`src/hdl/smsh_pkg.sv`:
```
package smsh_pkg;

   // Pin configurations
   localparam logic [1:0] PINS_3      = 2'h0;
   localparam logic [1:0] PINS_4_SEL  = 2'h1;
   localparam logic [1:0] PINS_4_RDY  = 2'h2;
   localparam logic [1:0] PINS_5      = 2'h3;

   // Synchroniser indices and filtered values after reset
   localparam int         SYNC_SCLK   = 0;
   localparam int         SYNC_MOSI   = 1;
   localparam int         SYNC_MISO   = 2;
   localparam int         SYNC_SEL    = 3;
   localparam int         SYNC_RDY    = 4;
   localparam int         SYNC_N      = 5;
   localparam logic [4:0] SYNC_RST    = 5'h08;

   // Serial clock timing for master mode
   localparam int         CLK_PERIOD_NS = 50;
   localparam int         SCK_HALF_NS   = 200;
   localparam int         SCK_HALF_CYC  =
      (SCK_HALF_NS + CLK_PERIOD_NS - 1) / CLK_PERIOD_NS;

   localparam int         DATA_W_DEF  = 16;
   localparam int         FIFO_D_DEF  = 16;

   typedef enum logic {ST_IDLE, ST_SHIFT} smsh_state_t;

endpackage

```
`src/hdl/smsh_spi.sv`:
```
//
// What this block does
// RULE1: Outgoing word is loaded into the shift register before any transfer starts.
// RULE2: Completed received word is placed in the receive buffer for software.
// RULE3: Master or slave selectable; master alone starts transfers and drives serial clock.
// RULE4: All four polarity and phase combinations selectable; both ends must match.
// RULE5: Pin set selectable: three pins, four with select or handshake, five.
// RULE6: Slave with select enabled shifts and drives output only while select low.
// RULE7: Slave handshake output optional, driven push-pull or open-drain.
// RULE8: Slave handshake reflects the internal transmit buffer state.
// RULE9: Four-pin handshake mode: asserted only while transmit buffer full.
// RULE10: Five-pin mode: asserted only while buffer full and slave selected.
// RULE11: Master with handshake waits for slave ready before next transfer.
// RULE12: Deselected slave leaves its output data pin undriven.
`timescale 1ns/100ps
module smsh_spi
#(
   parameter int DATA_W   = smsh_pkg::DATA_W_DEF,
   parameter int FIFO_D   = smsh_pkg::FIFO_D_DEF,
   parameter int HALF_CYC = smsh_pkg::SCK_HALF_CYC
)
(
   input  wire logic              CLK,
   input  wire logic              RST_N,
   input  wire logic              MASTER,
   input  wire logic              CPOL,
   input  wire logic              CPHA,
   input  wire logic [1:0]        PIN_MODE,
   input  wire logic              RDY_OPEN_DRAIN,
   input  wire logic [DATA_W-1:0] TX_DATA,
   input  wire logic              TX_VALID,
   output logic                   TX_READY,
   output logic [DATA_W-1:0]      RX_DATA,
   output logic                   RX_VALID,
   output logic                   BUSY,
   input  wire logic              SERIAL_CLOCK_PIN_I,
   output logic                   SERIAL_CLOCK_PIN_O,
   output logic                   SERIAL_CLOCK_PIN_OE_N,
   input  wire logic              MASTER_OUT_DATA_PIN_I,
   output logic                   MASTER_OUT_DATA_PIN_O,
   output logic                   MASTER_OUT_DATA_PIN_OE_N,
   input  wire logic              SLAVE_OUT_DATA_PIN_I,
   output logic                   SLAVE_OUT_DATA_PIN_O,
   output logic                   SLAVE_OUT_DATA_PIN_OE_N,
   input  wire logic              SLAVE_SELECT_PIN_I,
   output logic                   SLAVE_SELECT_PIN_O,
   output logic                   SLAVE_SELECT_PIN_OE_N,
   input  wire logic              READY_HANDSHAKE_PIN_I,
   output logic                   READY_HANDSHAKE_PIN_O,
   output logic                   READY_HANDSHAKE_PIN_OE_N
);
   localparam int                EW       = $clog2(2 * DATA_W + 1);
   localparam int                DW       = $clog2(HALF_CYC + 1);
   localparam logic [EW-1:0]     EDGE_END = EW'(2 * DATA_W);
   localparam logic [DW-1:0]     DIV_TOP  = DW'(HALF_CYC - 1);

   logic [smsh_pkg::SYNC_N-1:0] pin_raw;
   logic [smsh_pkg::SYNC_N-1:0] pin_f;
   smsh_pkg::smsh_state_t       state_reg;
   logic [DATA_W-1:0]           tx_word_reg;
   logic                        tx_full_reg;
   logic [DATA_W-1:0]           shift_reg;
   logic [DATA_W-1:0]           rx_shift_reg;
   logic [DATA_W-1:0]           rx_buf_reg;
   logic                        rx_valid_reg;
   logic [EW-1:0]               edge_cnt_reg;
   logic [DW-1:0]               div_cnt_reg;
   logic                        sclk_reg;
   logic                        sclk_prev_reg;
   logic                        rdy_level_reg;
   logic                        busy_reg;
   logic                        mosi_o_reg, mosi_oe_n_reg;
   logic                        miso_o_reg, miso_oe_n_reg;
   logic                        sclk_oe_n_reg;
   logic                        sel_o_reg, sel_oe_n_reg;
   logic                        rdy_o_reg, rdy_oe_n_reg;
   logic [DATA_W-1:0]           fifo_data;
   logic                        fifo_valid;
   logic                        fifo_take;
   logic                        sel_used, rdy_used, selected, rdy_ok;
   logic                        m_edge, s_edge, edge_ev, lead_ev;
   logic                        sample_ev, shift_ev, last_sample, start_ev;
   logic                        edge_sample, edge_last, tx_buf_full;
   logic [1:0]                  samp_dly_reg, last_dly_reg;

   assign pin_raw = {READY_HANDSHAKE_PIN_I, SLAVE_SELECT_PIN_I, SLAVE_OUT_DATA_PIN_I,
                     MASTER_OUT_DATA_PIN_I, SERIAL_CLOCK_PIN_I};

   // Three-stage synchroniser; a change is taken once the last two agree
   for (genvar i = 0; i < smsh_pkg::SYNC_N; i++)
   begin : g_sync
      logic [2:0] s_reg;
      logic       f_reg;
      always_ff @(posedge CLK or negedge RST_N)
      begin
         if (!RST_N)
         begin
            s_reg <= {3{smsh_pkg::SYNC_RST[i]}};
            f_reg <= smsh_pkg::SYNC_RST[i];
         end
         else
         begin
            s_reg <= {s_reg[1:0], pin_raw[i]};
            if (s_reg[1] == s_reg[2])
               f_reg <= s_reg[2];
         end
      end
      assign pin_f[i] = f_reg;
   end

   smsh_fifo #(.W(DATA_W), .DEPTH(FIFO_D)) u_fifo
   (
      .CLK       (CLK),
      .RST_N     (RST_N),
      .in_data   (TX_DATA),
      .in_valid  (TX_VALID),
      .in_ready  (TX_READY),
      .out_data  (fifo_data),
      .out_valid (fifo_valid),
      .out_ready (fifo_take)
   );

   assign sel_used = (PIN_MODE == smsh_pkg::PINS_4_SEL) || (PIN_MODE == smsh_pkg::PINS_5);
   assign rdy_used = (PIN_MODE == smsh_pkg::PINS_4_RDY) || (PIN_MODE == smsh_pkg::PINS_5);
   assign selected = !sel_used || !pin_f[smsh_pkg::SYNC_SEL];
   assign rdy_ok   = !rdy_used || pin_f[smsh_pkg::SYNC_RDY];

   // Staging word empties into the shift register, so the queue refills it
   assign fifo_take = !tx_full_reg || start_ev;
   assign start_ev  = (state_reg == smsh_pkg::ST_IDLE) && tx_full_reg
                      && (!MASTER || rdy_ok);                           // see RULE1 RULE11

   assign m_edge  = MASTER && (state_reg == smsh_pkg::ST_SHIFT) && (div_cnt_reg == DIV_TOP);
   assign s_edge  = !MASTER && (state_reg == smsh_pkg::ST_SHIFT) && selected
                    && (pin_f[smsh_pkg::SYNC_SCLK] != sclk_prev_reg);   // see RULE6
   assign edge_ev = m_edge || s_edge;
   assign lead_ev = MASTER ? (sclk_reg == CPOL) : (pin_f[smsh_pkg::SYNC_SCLK] != CPOL);
   assign edge_sample = edge_ev && (lead_ev != CPHA);                   // see RULE4
   assign shift_ev    = edge_ev && (lead_ev == CPHA) && (edge_cnt_reg != '0);
   assign edge_last   = edge_sample
                        && (edge_cnt_reg == (CPHA ? EDGE_END - 1'b1 : EDGE_END - 2'd2));
   // Master reads late: its data input lags its own clock by the synchroniser
   assign sample_ev   = MASTER ? samp_dly_reg[1] : edge_sample;
   assign last_sample = MASTER ? last_dly_reg[1] : edge_last;
   // Slave word loaded but not yet clocked still counts as buffered
   assign tx_buf_full = tx_full_reg
                        || (!MASTER && (state_reg == smsh_pkg::ST_SHIFT) && (edge_cnt_reg == '0));

   always_ff @(posedge CLK or negedge RST_N)
   begin
      if (!RST_N)
      begin
         tx_word_reg <= '0;
         tx_full_reg <= 1'b0;
      end
      else if (fifo_take)
      begin
         tx_full_reg <= fifo_valid;
         if (fifo_valid)
            tx_word_reg <= fifo_data;
      end
   end

   always_ff @(posedge CLK or negedge RST_N)
   begin
      if (!RST_N)
      begin
         state_reg    <= smsh_pkg::ST_IDLE;
         edge_cnt_reg <= '0;
         shift_reg    <= '0;
      end
      else
      begin
         case (state_reg)
            smsh_pkg::ST_IDLE:
            begin
               edge_cnt_reg <= '0;
               if (start_ev)
               begin
                  shift_reg <= tx_word_reg;                             // see RULE1
                  state_reg <= smsh_pkg::ST_SHIFT;
               end
            end
            smsh_pkg::ST_SHIFT:
            begin
               if (edge_ev)
                  edge_cnt_reg <= edge_cnt_reg + 1'b1;
               if (shift_ev)
                  shift_reg <= {shift_reg[DATA_W-2:0], 1'b0};
               if (edge_ev && (edge_cnt_reg == EDGE_END - 1'b1))
                  state_reg <= smsh_pkg::ST_IDLE;
            end
            default:
               state_reg <= smsh_pkg::ST_IDLE;
         endcase
      end
   end

   // Receive buffer takes the word on the final sampling edge
   always_ff @(posedge CLK or negedge RST_N)
   begin
      if (!RST_N)
      begin
         rx_buf_reg   <= '0;
         rx_valid_reg <= 1'b0;
         rx_shift_reg <= '0;
         samp_dly_reg <= 2'h0;
         last_dly_reg <= 2'h0;
      end
      else
      begin
         samp_dly_reg <= {samp_dly_reg[0], edge_sample};
         last_dly_reg <= {last_dly_reg[0], edge_last};
         if (sample_ev)
            rx_shift_reg <= {rx_shift_reg[DATA_W-2:0],
               MASTER ? pin_f[smsh_pkg::SYNC_MISO] : pin_f[smsh_pkg::SYNC_MOSI]};
         rx_valid_reg <= last_sample;                                   // see RULE2
         if (last_sample)
            rx_buf_reg <= {rx_shift_reg[DATA_W-2:0],
               MASTER ? pin_f[smsh_pkg::SYNC_MISO] : pin_f[smsh_pkg::SYNC_MOSI]};
      end
   end

   // Serial clock generator; parks at the idle polarity between words
   always_ff @(posedge CLK or negedge RST_N)
   begin
      if (!RST_N)
      begin
         div_cnt_reg   <= '0;
         sclk_reg      <= 1'b0;
         sclk_prev_reg <= 1'b0;
      end
      else
      begin
         sclk_prev_reg <= pin_f[smsh_pkg::SYNC_SCLK];
         if (!MASTER || state_reg == smsh_pkg::ST_IDLE)
         begin
            div_cnt_reg <= '0;
            sclk_reg    <= CPOL;                                        // see RULE4
         end
         else if (m_edge)
         begin
            div_cnt_reg <= '0;
            sclk_reg    <= !sclk_reg;                                   // see RULE3
         end
         else
            div_cnt_reg <= div_cnt_reg + 1'b1;
      end
   end

   // Handshake level: buffer full, and in five-pin mode also selected
   always_ff @(posedge CLK or negedge RST_N)
   begin
      if (!RST_N)
         rdy_level_reg <= 1'b0;
      else
         rdy_level_reg <= tx_buf_full
            && ((PIN_MODE != smsh_pkg::PINS_5) || selected);            // see RULE8 RULE9 RULE10
   end

   // Pin drivers; enables are low while driving
   always_ff @(posedge CLK or negedge RST_N)
   begin
      if (!RST_N)
      begin
         sclk_oe_n_reg <= 1'b1;
         mosi_o_reg    <= 1'b0;
         mosi_oe_n_reg <= 1'b1;
         miso_o_reg    <= 1'b0;
         miso_oe_n_reg <= 1'b1;
         sel_o_reg     <= 1'b1;
         sel_oe_n_reg  <= 1'b1;
         rdy_o_reg     <= 1'b0;
         rdy_oe_n_reg  <= 1'b1;
         busy_reg      <= 1'b0;
      end
      else
      begin
         busy_reg      <= (state_reg == smsh_pkg::ST_SHIFT);
         sclk_oe_n_reg <= !MASTER;                                      // see RULE3
         mosi_o_reg    <= shift_reg[DATA_W-1];
         mosi_oe_n_reg <= !MASTER;
         miso_o_reg    <= shift_reg[DATA_W-1];
         miso_oe_n_reg <= MASTER || !selected;                          // see RULE6 RULE12
         sel_o_reg     <= (state_reg != smsh_pkg::ST_SHIFT);
         sel_oe_n_reg  <= !(MASTER && sel_used);                        // see RULE5
         // Open drain only pulls low for not ready, so idle slaves can share it
         if (MASTER || !rdy_used)
         begin
            rdy_o_reg    <= 1'b0;
            rdy_oe_n_reg <= 1'b1;                                       // see RULE5 RULE11
         end
         else if (RDY_OPEN_DRAIN)
         begin
            rdy_o_reg    <= 1'b0;
            rdy_oe_n_reg <= rdy_level_reg;                              // see RULE7
         end
         else
         begin
            rdy_o_reg    <= rdy_level_reg;
            rdy_oe_n_reg <= 1'b0;                                       // see RULE7
         end
      end
   end

   assign RX_DATA                  = rx_buf_reg;
   assign RX_VALID                 = rx_valid_reg;
   assign BUSY                     = busy_reg;
   assign SERIAL_CLOCK_PIN_O       = sclk_reg;
   assign SERIAL_CLOCK_PIN_OE_N    = sclk_oe_n_reg;
   assign MASTER_OUT_DATA_PIN_O    = mosi_o_reg;
   assign MASTER_OUT_DATA_PIN_OE_N = mosi_oe_n_reg;
   assign SLAVE_OUT_DATA_PIN_O     = miso_o_reg;
   assign SLAVE_OUT_DATA_PIN_OE_N  = miso_oe_n_reg;
   assign SLAVE_SELECT_PIN_O       = sel_o_reg;
   assign SLAVE_SELECT_PIN_OE_N    = sel_oe_n_reg;
   assign READY_HANDSHAKE_PIN_O    = rdy_o_reg;
   assign READY_HANDSHAKE_PIN_OE_N = rdy_oe_n_reg;
endmodule

```
`src/hdl/smsh_fifo.sv`:
```
`timescale 1ns/100ps
module smsh_fifo
#(
   parameter int W     = 16,
   parameter int DEPTH = 16
)
(
   input  wire logic         CLK,
   input  wire logic         RST_N,
   input  wire logic [W-1:0] in_data,
   input  wire logic         in_valid,
   output logic              in_ready,
   output logic [W-1:0]      out_data,
   output logic              out_valid,
   input  wire logic         out_ready
);
   localparam int AW = $clog2(DEPTH);
   localparam int CW = $clog2(DEPTH + 1);

   logic [W-1:0]  mem_reg [DEPTH];
   logic [AW-1:0] wr_ptr_reg;
   logic [AW-1:0] rd_ptr_reg;
   logic [CW-1:0] count_reg;
   logic [CW-1:0] count_next;
   logic          in_ready_reg;
   logic          push;
   logic          pop;

   assign push      = in_valid && in_ready_reg;
   assign pop       = out_valid && out_ready;
   assign out_valid = (count_reg != '0);
   assign out_data  = mem_reg[rd_ptr_reg];
   assign in_ready  = in_ready_reg;

   always_comb
   begin
      count_next = count_reg;
      if (push && !pop)
         count_next = count_reg + 1'b1;
      else if (pop && !push)
         count_next = count_reg - 1'b1;
   end

   // Ready is registered so the top level sees it straight from a flop
   always_ff @(posedge CLK or negedge RST_N)
   begin
      if (!RST_N)
      begin
         wr_ptr_reg   <= '0;
         rd_ptr_reg   <= '0;
         count_reg    <= '0;
         in_ready_reg <= 1'b1;
      end
      else
      begin
         if (push)
            wr_ptr_reg <= (wr_ptr_reg == AW'(DEPTH - 1)) ? '0 : wr_ptr_reg + 1'b1;
         if (pop)
            rd_ptr_reg <= (rd_ptr_reg == AW'(DEPTH - 1)) ? '0 : rd_ptr_reg + 1'b1;
         count_reg    <= count_next;
         in_ready_reg <= (count_next != CW'(DEPTH));
      end
   end

   always_ff @(posedge CLK)
   begin
      if (push)
         mem_reg[wr_ptr_reg] <= in_data;
   end

endmodule

```
`config.mk`:
```
export PLATFORM = sky130hd
export DESIGN_NAME = smsh_spi
export DESIGN_NICKNAME = d
export VERILOG_FILES = /design/src/hdl/smsh_pkg.sv /design/src/hdl/smsh_spi.sv /design/src/hdl/smsh_fifo.sv
export SDC_FILE = /design/constraint.sdc
export NUM_CORES = 1
export LEC_CHECK = 0
export ABC_AREA = 1
export BUFFER_PORTS_ARGS = -buffer_cell sky130_fd_sc_hd__buf_2
export CAP_MARGIN = 5
export CORE_UTILIZATION = 39
export CTS_CLUSTER_SIZE = 25
export DETAILED_ROUTE_END_ITERATION = 12
export GPL_TIMING_DRIVEN = 0
export HOLD_SLACK_MARGIN = 0.06
export PLACE_DENSITY = 0.59
export SETUP_SLACK_MARGIN = 0.05
export SLEW_MARGIN = 25
export SYNTH_ARGS = -nofsm -noshare
export SYNTH_HDL_FRONTEND = slang
export SYNTH_SLANG_ARGS = --single-unit
```
`constraint.sdc`:
```
create_clock -name CLK -period 5 [get_ports CLK]
set_input_delay 0.25 -clock CLK [delete_from_list [all_inputs] [get_ports CLK]]
set_output_delay 0.25 -clock CLK [all_outputs]
set_load 0.03 [all_outputs]
```
==> run metrics, run 1 <==
clk sinks 380; Hold Crit Class input pin to flip-flop; via count 10160; switching power total about 2.5 mW; Netlist cell types 43; first-pass GRT wire length 57.20 mm; # setup viols final 0; Longest Clk Path Bufs 3; share of the synthesized area in the top cell type between 50 and 60%; Syn Inst Count between 1000 and 1500; Fmax around 0.42 GHz; worst path bufs/invs 2; Logic pwr share 19.1%; layout cells sized above 1 ~18%; largest area contributor in the netlist edfxtp_1; TritonRoute pass-1 iters 5; setup bufs post-CTS 0; synthesized flop and latch total 380; Crit Path Class flip-flop to flip-flop; min setup slack post-route 2.603 ns; routed wire length roughly 37 mm; RSZ-0062 raised after global routing no; DR WL/cell 18.82 um; Slew @ Worst Pin ~0.72 ns; Detail Placement HPWL approximately 24 mm; CP delay by family, top simple AND/OR/NAND/NOR gates; ranking of synthesized cells by area edfxtp_1 (50%), dfrtp_1 (19%), o21ai_0 (5.4%); pin count of the biggest net entering global routing 64; Core Area just under 0.04 sq mm; post-place setup slack 2.609 ns; multi-input logic area between 0.003 and 0.004 sq mm; IR drop worst, VDD 0.4238 mV; cells along the critical path nand2_1 -> clkinv_1 -> nand2_1 -> nor2_2 -> buf_6; Layout Nets 1456; slowest stage delay, CP 0.56 ns; Clk pwr share 32.9%; Syn Nets 1327; WP data required ~5.2 ns; Lkg Pwr between 6 and 7 nW; remaining global-route overflow 0; max_slew headroom about 52%; hold_buf cts 13; Cell Pwr Density 471.5 mW/mm^2; Final GP Congestion ~0.8; H-tree depth reported by CTS 2; Max stage delay cell, worst path nor2_2; Seq/Total Area, Yosys a little over two thirds; CTS tree done; CTS clk-pin slew, worst paths 0.06 ns; Critical Path Fanout Max 9; Inserted Clock Buffers 39; Synthesis Warnings 0; share of power burned in registers 47.9%; antenna violations before repair 0; # diodes 0; CP most frequent cell nand2_1; setup TNS 0 ns; part of the cycle the worst path needs a little under half; Worst Skew 0.02164 ns; CTS-repair resized insts 0; vias in the first global route roughly 9900; max reg flops 256; final hold vios 0; die width between 200 and 250 um; initial core utilization around two fifths; Final Critical Period 2.397 ns; # fillers ~3600; area delta synth->final 16.64%; Post-Syn Area 0.01533 sq mm; Chip Height about 200 um; DRC Markers 0; Worst EP arrival approximately 2.6 ns; status completed; worst-skew pair later-pin latency 0.55 ns; die area 0.04010 sq mm; DRT iter0 DRCs between 800 and 900; root buffer cell clkbuf_16; Worst Setup End Kind flip-flop; final max-slew violation count 0; CP startpoint kind flip-flop; Switching Fraction between 20% and 30%; # rows 72; Max Cap Viol 0; Cell Int Power just under 6 mW; Core Util, Final 46.15%; Avg Cell Area, Syn about 12 sq um; Via density between 5 and 6; PortBufs 57; antenna-violating nets left 0; total I/O pin count slightly below 60; FF/Latch Area around 0.011 sq mm; global-route usage over all layers between 15 and 20%
[layout make-up]
cell class	count	share of cell area, %
Buffer	69	2.197
Clock buffer	52	6.075
Clock inverter	19	0.7278
Inverter	66	1.386
Multi-Input combinational cell	771	22.00
Sequential cell	380	60.42
Tap cell	518	3.625
Timing Repair Buffer	88	3.562
[worst paths after layout]
| kind | from | to | slack [ns] | depth (start not counted) |
|---|---|---|---|---|
| max | u_fifo.in_ready | u_fifo.mem_reg[13][13] | 2.60 | 5 |
| min | TX_DATA[4] | u_fifo.mem_reg[7][4] | 0.1 | 1 |
| min in group asynchronous | RST_N | RX_DATA[8] | 0.25 | 2 |
| min reg2reg | samp_dly_reg[0] | samp_dly_reg[1] | 0.35 | 0 |
| max reg2reg | u_fifo.in_ready | u_fifo.mem_reg[13][13] | 2.60 | 5 |
| max in group asynchronous | RST_N | g_sync[3].s_reg[2] | 4.03 | 3 |
[logic make-up (layout without fill, tap and decap cells)]
logic type | Yosys count | in the layout | share of synthesized area (%)
compound gates | 296 | 296 | 10.91
xor+xnor | 13 | 13 | 0.7919
fa+ha+maj | 16 | 16 | 1.224
buf+inv | 135 | 294 | 4.180
flops | 380 | 380 | 70.48
simple gates | 446 | 446 | 12.41
[cells in the final DEF (no fill, tap or decap), types with 2 or more instances in the layout]
master	instances
maj3_1	5
clkbuf_2	4
inv_1	59
nor2_1	198
o21ai_0	165
nand2_4	7
dfrtp_1	114
o21ai_1	25
nand2_2	14
clkbuf_1	32
clkinv_2	9
nand3_1	45
edfxtp_1	256
dfstp_2	10
buf_6	22
xor2_1	11
dlygate4sd3_1	13
o221ai_1	3
clkinv_1	8
o21ai_2	25
nor2_4	2
o22ai_1	49
nor3_2	2
nand4_1	4
buf_2	78
clkbuf_8	4
o211ai_1	5
ha_1	11
nor2_2	14
buf_8	2
inv_2	5
nor3_1	6
a21oi_1	21
nand2_1	146
buf_4	12
nand3_2	2
clkbuf_16	40
[metal layers]
layer,part of all wire [%],global-route usage (%),vias up
met3,6.7,3.222,63
met5,0,0,-
met4,2.2,5.357,0
met1,44,25.15,4980
li1,-,-,4752
met2,48,30.51,366
[Yosys cell counts (all sizes together)]
cell and n:
dfstp 10, o21ai 215, nor3 8, o221ai 3, nand2 167, maj3 5, dfrtp 114, buf 41
and3 1, xnor2 1, nand3b 3, nand4 5, inv 64, a31oi 1, ha 11, nor2 214
a32oi 1, edfxtp 256, xor2 12, o22ai 50, o211ai 5, or2 1, clkinv 2, clkbuf 28
nand3 47, a21oi 21
[power groups by stage]
stage	Combinational, mW	Clock [mW]	Sequential (mW)
floorplan	0.985	0	4.16
global placement	1.53	0	4.10
detailed placement	1.62	0	4.10
CTS	1.63	2.83	4.04
global route	1.80	2.95	4.09
finish	1.61	2.77	4.04
[stage by stage]
step | hold slack, ns | instances | power (mW) | area, sq um
5_1_grt | 0.09819 | 1963 | 8.843 | 17880
3_5_place_dp | 0.2283 | 1879 | 5.720 | 16530
4_1_cts | 0.08338 | 1963 | 8.509 | 17880
3_3_place_gp | 0.3343 | 1861 | 5.627 | 16260
2_1_floorplan | -0.04559 | 1286 | 5.147 | 15330
6_report | 0.09580 | 1963 | 8.430 | 17880
No activity file was read; power rests on OpenSTA's default activity.
==> inputs of run 2 (changes only) <==
==> constraint.sdc (replaced) <==
create_clock -name CLK -period 2.3 [get_ports CLK]
set_input_delay 0.115 -clock CLK [delete_from_list [all_inputs] [get_ports CLK]]
set_output_delay 0.115 -clock CLK [all_outputs]
set_load 0.03 [all_outputs]
==> run metrics, run 2 (synthesis gave the netlist of run 1 again) <==
status completed (unchanged); commonest non-fill, non-tap cells in the layout edfxtp_1 (256), nor2_1 (197), o21ai_0 (165), nand2_1 (145), dfrtp_1 (114) (was edfxtp_1 (256), nor2_1 (198), o21ai_0 (165), nand2_1 (146), dfrtp_1 (114)); vias in the first global route 10020 (was 9893); root buffer cell clkbuf_16 (unchanged); Switching Fraction 29.64% (was 29.55%); max_slew headroom 52.93% (was 52.23%); Crit Path Class flip-flop to flip-flop (unchanged); CP delay by family, top buffers and inverters (was simple AND/OR/NAND/NOR gates); first-pass GRT wire length 57.52 mm (was 57.20 mm); Core Area 0.03874 sq mm (unchanged); switching power total 5.458 mW (was 2.491 mW); die area 0.04010 sq mm (unchanged); Fmax 0.4720 GHz (was 0.4171 GHz); Worst Skew 0.02130 ns (was 0.02164 ns); Longest Clk Path Bufs 3 (unchanged); Critical Path Fanout Max 10 (was 9); Slew @ Worst Pin 0.7061 ns (was 0.7165 ns); TritonRoute pass-1 iters 5 (unchanged); WP data required 2.75 ns (was 5.24 ns); Cell Int Power 12.95 mW (was 5.939 mW); # setup viols final 0 (unchanged); antenna violations before repair 0 (unchanged); cells along the critical path inv_1 -> clkbuf_2 -> o21ai_0 -> o22ai_1 -> nor2_1 -> nor2_1 -> nor2_1 -> a21oi_1 (was nand2_1 -> clkinv_1 -> nand2_1 -> nor2_2 -> buf_6); Clk pwr share 32.7% (was 32.9%); Logic pwr share 19.5% (was 19.1%); CTS tree done (unchanged); Worst EP arrival 2.57 ns (was 2.64 ns); setup TNS 0 ns (unchanged); PortBufs 57 (unchanged); remaining global-route overflow 0 (unchanged); total I/O pin count 59 (unchanged); WP depth 8 (was 5); # fillers 3522 (was 3550); Via density 5.148 (was 5.176); Hold Crit Class input pin to asynchronous set/reset pin (was input pin to flip-flop); layout cells sized above 1 18.55% (was 18.13%); DRC Markers 0 (unchanged); Inserted Clock Buffers 39 (unchanged); pin count of the biggest net entering global routing 64 (unchanged); slowest stage delay, CP 0.46 ns (was 0.56 ns); final hold vios 0 (unchanged); CP startpoint kind flip-flop (unchanged); final max-slew violation count 0 (unchanged); Final GP Congestion 0.8157 (unchanged); initial core utilization 39.57% (unchanged); Lkg Pwr 7.005 nW (was 6.906 nW); CP most frequent cell nor2_1 (was nand2_1); Detail Placement HPWL 24.46 mm (unchanged); via count 10210 (was 10160); Final Critical Period 2.119 ns (was 2.397 ns); Worst Setup End Kind flip-flop (unchanged); # diodes 0 (unchanged); H-tree depth reported by CTS 2 (unchanged); Cell Pwr Density 1015 mW/mm^2 (was 471.5 mW/mm^2); share of power burned in registers 47.7% (was 47.9%); part of the cycle the worst path needs 92.12% (was 47.95%); die width 200.2 um (unchanged); clk sinks 380 (unchanged); global-route usage over all layers 18.62% (was 18.53%); Max Cap Viol 0 (unchanged); commonest non-fill, non-tap cell in the layout edfxtp_1 (unchanged); min setup slack post-route 0.1812 ns (was 2.603 ns); worst path bufs/invs 2 (unchanged); Layout Nets 1477 (was 1456); worst-skew pair later-pin latency 0.55 ns (about the same); routed wire length 37.20 mm (was 36.93 mm); max reg flops 256 (unchanged); Post-Place Cells 1879 (unchanged); Chip Height 200.2 um (unchanged); DR WL/cell 18.75 um (was 18.82 um); DRT iter0 DRCs 884 (was 893); reg2reg path depth 8 (was 5); antenna-violating nets left 0 (unchanged); # rows 72 (unchanged); Max stage delay cell, worst path dfrtp_1 (was nor2_2); IR drop worst, VDD 0.9213 mV (was 0.4238 mV); fin cells 1984 (was 1963); area delta synth->final 18.33% (was 16.64%); RSZ-0062 raised after global routing no (unchanged); post-place setup slack -0.09106 ns (was 2.609 ns); CTS clk-pin slew, worst paths 0.06 ns (about the same)
==> run 2: cell types whose count changed in the layout (fill, tap and decap cells not counted), moves of 2 or more <==
cell,before,now
buf_4,12,14
clkbuf_2,4,7
nor2_4,2,8
dlygate4sd3_1,13,31
clkbuf_1,32,28
nor2_2,14,9
==> run 2: routing by layer <==
layer	vias up	share of wire, %	track usage (%)
li1	4790	-	-
met1	5029	44	25.20
met2	334	48	30.67
met3	61	6.1	3.254
met4	0	2.1	5.495
met5	-	0	0
==> run 2: area by class of cell <==
type | instances | area, sq um | share of cell area, %
Tap cell | 518 | 648.1 | 3.573
Multi-Input combinational cell | 771 | 3969 | 21.88
Buffer | 69 | 397.9 | 2.194
Timing Repair Buffer | 109 | 852.1 | 4.698
Clock buffer | 52 | 1086 | 5.988
Sequential cell | 380 | 10800 | 59.56
Inverter | 66 | 251.5 | 1.387
Clock inverter | 19 | 130.1 | 0.7174
==> run 2: what timing repair did <==
| action | in CTS | in global routing |
|---|---|---|
| hold buffers | 31 | 0 |
| pin swaps | 0 | 0 |
| buffers inserted | 1 | 2 |
| endpoints found under the hold margin | 388 | 0 |
| endpoints found under the setup margin | 36 | 138 |
| resized for setup | 3 | 14 |
==> run 2: metrics by stage <==
stage,area (sq um),power [mW],util [%],hold WS [ns]
floorplan,15330,11.19,-,-0.1806
global placement,16260,12.23,41.98,0.2250
detailed placement,16530,12.44,42.68,0.09325
CTS,18090,18.54,46.70,0.1231
global route,18140,19.31,46.82,0.1505
finish,18140,18.41,46.82,0.1208
==> run 2: power by group through the flow <==
stage	Sequential [mW]	Clock [mW]	Combinational, mW
after floorplan	9.05	0	2.14
after global placement	8.91	0	3.33
after detailed placement	8.92	0	3.52
after CTS	8.79	6.16	3.60
after global routing	8.89	6.42	4.01
final	8.79	6.03	3.60
==> run 2: path summary, 6_finish.rpt <==
check	from	to	slack [ns]
worst max register to register	u_fifo.rd_ptr_reg[1]	tx_word_reg[7]	0.18
max in group asynchronous	RST_N	u_fifo.in_ready	1.46
worst min register to register	samp_dly_reg[0]	samp_dly_reg[1]	0.35
worst max-delay path	u_fifo.rd_ptr_reg[1]	tx_word_reg[7]	0.18
min in group CLK	TX_VALID	u_fifo.wr_ptr_reg[0]	0.15
worst min-delay path	RST_N	RX_DATA[8]	0.12
==> run 2: worst register-to-register path, cell delays in order (launching register included) <==
cell,delay [ns]
dfrtp_1,0.46
inv_1,0.29
clkbuf_2,0.31
o21ai_0,0.14
o22ai_1,0.23
nor2_1,0.07
nor2_1,0.26
nor2_1,0.13
a21oi_1,0.14
==> inputs of run 3 (changes only) <==
--- a/config.mk
+++ b/config.mk
@@ -5,7 +5,7 @@
 export SDC_FILE = /design/constraint.sdc
 export NUM_CORES = 1
 export LEC_CHECK = 0
-export ABC_AREA = 1
+export ABC_AREA = 0
 export BUFFER_PORTS_ARGS = -buffer_cell sky130_fd_sc_hd__buf_2
 export CAP_MARGIN = 5
 export CORE_UTILIZATION = 39
==> run metrics, run 3 <==
WP depth 7 (was 8); die width 197.5 um (was 200.2 um); ranking of synthesized cells by area edfxtp_1 (52%), dfrtp_1 (19%), mux4_2 (9.7%) (was edfxtp_1 (50%), dfrtp_1 (19%), o21ai_0 (5.4%)); most frequent cell after synthesis edfxtp_1 (unchanged); IR drop worst, VDD 0.6656 mV (was 0.9213 mV); Avg Cell Area, Syn 19.19 sq um (was 11.92 sq um); Post-Syn Area 0.01491 sq mm (was 0.01533 sq mm); total I/O pin count 59 (unchanged); # rows 71 (was 72); final hold vios 0 (unchanged); share of the synthesized area in the top cell type 51.57% (was 50.16%); commonest non-fill, non-tap cell in the layout edfxtp_1 (unchanged); Netlist cell types 67 (was 43); Seq/Total Area, Yosys 72.46% (was 70.48%); Synthesis Warnings 0 (unchanged); clk sinks 380 (unchanged); slowest stage delay, CP 0.39 ns (was 0.46 ns); largest area contributor in the netlist edfxtp_1 (unchanged); TritonRoute pass-1 iters 5 (unchanged); H-tree depth reported by CTS 2 (unchanged); Longest Clk Path Bufs 3 (unchanged); area delta synth->final 19.01% (was 18.33%); final max-slew violation count 0 (unchanged); cells along the critical path ha_2 -> and2b_2 -> a32o_2 -> and4bb_4 -> mux2i_4 -> buf_4 -> mux2_2 (was inv_1 -> clkbuf_2 -> o21ai_0 -> o22ai_1 -> nor2_1 -> nor2_1 -> nor2_1 -> a21oi_1); routed wire length 31.12 mm (was 37.20 mm); part of the cycle the worst path needs 95.13% (was 92.12%); cell area after layout 0.01774 sq mm (was 0.01814 sq mm); worst-skew pair later-pin latency 0.54 ns (was 0.55 ns); Chip Height 197.5 um (was 200.2 um); Lkg Pwr 6.579 nW (was 7.005 nW); Worst Skew 0.01566 ns (was 0.02130 ns); CP startpoint kind flip-flop (unchanged); global-route usage over all layers 16.52% (was 18.62%); commonest non-fill, non-tap cells in the layout edfxtp_1 (256), dfrtp_1 (114), mux4_2 (64), buf_2 (63), mux2_2 (53) (was edfxtp_1 (256), nor2_1 (197), o21ai_0 (165), nand2_1 (145), dfrtp_1 (114)); worst hold slack 0.1034 ns (was 0.1208 ns); Hold Crit Class input pin to flip-flop (was input pin to asynchronous set/reset pin); pin count of the biggest net entering global routing 65 (was 64); Syn Inst Count 777 (was 1286); vias in the first global route 7704 (was 10020); RSZ-0062 raised after global routing yes (was no); Via density 5.107 (was 5.148); initial core utilization 39.58% (was 39.57%); max reg flops 256 (unchanged); layout cells sized above 1 34.95% (was 18.55%); Inserted Clock Buffers 40 (was 39); # fillers 3245 (was 3522); Detail Placement HPWL 18.11 mm (was 24.46 mm); Crit Path Class flip-flop to flip-flop (unchanged); die area 0.03901 sq mm (was 0.04010 sq mm); hold depth 4; Max Cap Viol 0 (unchanged); ys flop type edfxtp_1 (unchanged); DR WL/cell 21.30 um (was 18.75 um); Post-Place Cells 1348 (was 1879); # setup viols final 0 (unchanged); max_slew headroom 39.84% (was 52.93%); CTS tree done (unchanged); DRC Markers 0 (unchanged); Commonest cells post-synth edfxtp_1 (256), dfrtp_1 (114), mux4_2 (64), mux2_2 (53) (was edfxtp_1 (256), nor2_1 (212), o21ai_0 (165), nand2_1 (146), dfrtp_1 (114)); CTS clk-pin slew, worst paths 0.06 ns (about the same); Synth async-reset ratio 32.63% (unchanged); Final GP Congestion 0.7606 (was 0.8157); Max stage delay cell, worst path dfrtp_1 (unchanged); Layout Nets 959 (was 1477); PortBufs 58 (was 57); Cell Pwr Density 1139 mW/mm^2 (was 1015 mW/mm^2); Final Critical Period 2.188 ns (was 2.119 ns); fin cells 1461 (was 1984); synthesized flop and latch total 380 (unchanged); DRT iter0 DRCs 509 (was 884); first-pass GRT wire length 47.55 mm (was 57.52 mm); status completed (unchanged); # diodes 0 (unchanged); WP data required 2.71 ns (was 2.75 ns); DP Area 0.01591 sq mm (was 0.01653 sq mm); Slew @ Worst Pin 0.9024 ns (was 0.7061 ns); Core Util, Final 47.10% (was 46.82%); worst path bufs/invs 1 (was 2); Fmax 0.4571 GHz (was 0.4720 GHz); number of synthesized flops with an enable pin 256 (unchanged); Worst Setup End Kind flip-flop (unchanged); via count 7461 (was 10210); antenna-violating nets left 0 (unchanged); Worst EP arrival 2.60 ns (was 2.57 ns); Critical Path Fanout Max 5 (was 10); Syn Nets 818 (was 1327); reg2reg path depth 7 (was 8); antenna violations before repair 0 (unchanged); root buffer cell clkbuf_16 (unchanged); remaining global-route overflow 0 (unchanged); Core Area 0.03767 sq mm (was 0.03874 sq mm); CP delay by family, top multiplexers (was buffers and inverters)
==> run 3: changes by cell type after synthesis, sizes merged, moves of 34 or more <==
cell | previous run | this run
nand3 | 47 | 13
nor2 | 214 | 9
mux2i | 0 | 37
o21ai | 215 | 11
mux4 | 0 | 64
mux2 | 0 | 62
nand2 | 167 | 36
inv | 64 | 9
o22ai | 50 | 0
==> run 3: final timing paths <==
check | endpoint | slack (ns) | start
max in group asynchronous | u_fifo.in_ready | 1.48 | RST_N
min | last_dly_reg[0] | 0.10 | CPHA
max | RX_DATA[3] | 0.11 | div_cnt_reg[0]
max reg2reg | RX_DATA[3] | 0.11 | div_cnt_reg[0]
min in group asynchronous | g_sync[1].s_reg[0] | 0.11 | RST_N
min reg2reg | last_dly_reg[1] | 0.35 | last_dly_reg[0]
==> run 3: layer usage <==
metal | vias up | part of all wire [%] | GRT usage (%)
met5 | - | 0 | 0
met4 | 0 | 2.2 | 5.139
met3 | 51 | 4.3 | 2.800
met2 | 176 | 48 | 26.71
met1 | 3871 | 46 | 22.84
li1 | 3363 | - | -
==> run 3: power by group <==
group | leakage (nW) | total, mW | switching [mW] | internal (mW)
clock network | 0.681 | 6.74 | 2.64 | 4.10
logic | 2.05 | 4.65 | 2.44 | 2.21
registers | 3.85 | 8.82 | 0.527 | 8.29
==> run 3: stage by stage <==
step,power [mW],TNS (ns),worst slack (ns)
after global routing,21.12,0,0.01852
after global placement,13.43,-108.60,-0.5832
after CTS,20.35,-4.238,-0.1133
after detailed placement,13.52,-22.88,-0.4865
final,20.20,0,0.1121
after floorplan,12.05,0,0.1233
==> run 3: logic make-up (layout without fill, tap and decap cells) <==
family | after synthesis | count (layout) | synth area share, %
AO/OA/AOI/OAI | 52 | 52 | 2.686
XOR/XNOR | 14 | 14 | 0.8729
adder cells (fa/ha/maj) | 16 | 16 | 1.259
buffers and inverters | 44 | 217 | 1.519
flip-flops | 380 | 380 | 72.46
multiplexers | 163 | 163 | 17.15
AND/OR/NAND/NOR | 108 | 108 | 4.054
==> run 3: area by class of cell <==
cell class | count | area (sq um) | share of cell area, %
timing repair buffer | 99 | 725.7 | 4.090
multi-input combinational | 353 | 3921 | 22.10
clock inverter | 19 | 259.0 | 1.460
tap | 511 | 639.4 | 3.604
buffer | 35 | 241.5 | 1.361
inverter | 9 | 33.78 | 0.1904
sequential | 380 | 10800 | 60.89
clock buffer | 55 | 1119 | 6.305
==> run 3: worst min-delay path, cell delays in order <==
cell and delay, ns:
buf_2 0.11, xnor2_1 0.07, nand3_1 0.08, and4bb_4 0.21
==> run 3: timing repair <==
item                                   CTS  global route
hold buffers                            29             0
resized for setup                       16            20
setup endpoints to repair               90           112
gates cloned                             0             1
endpoints found under the hold margin  390             0
buffers inserted                         3             6
pin swaps                                0             2
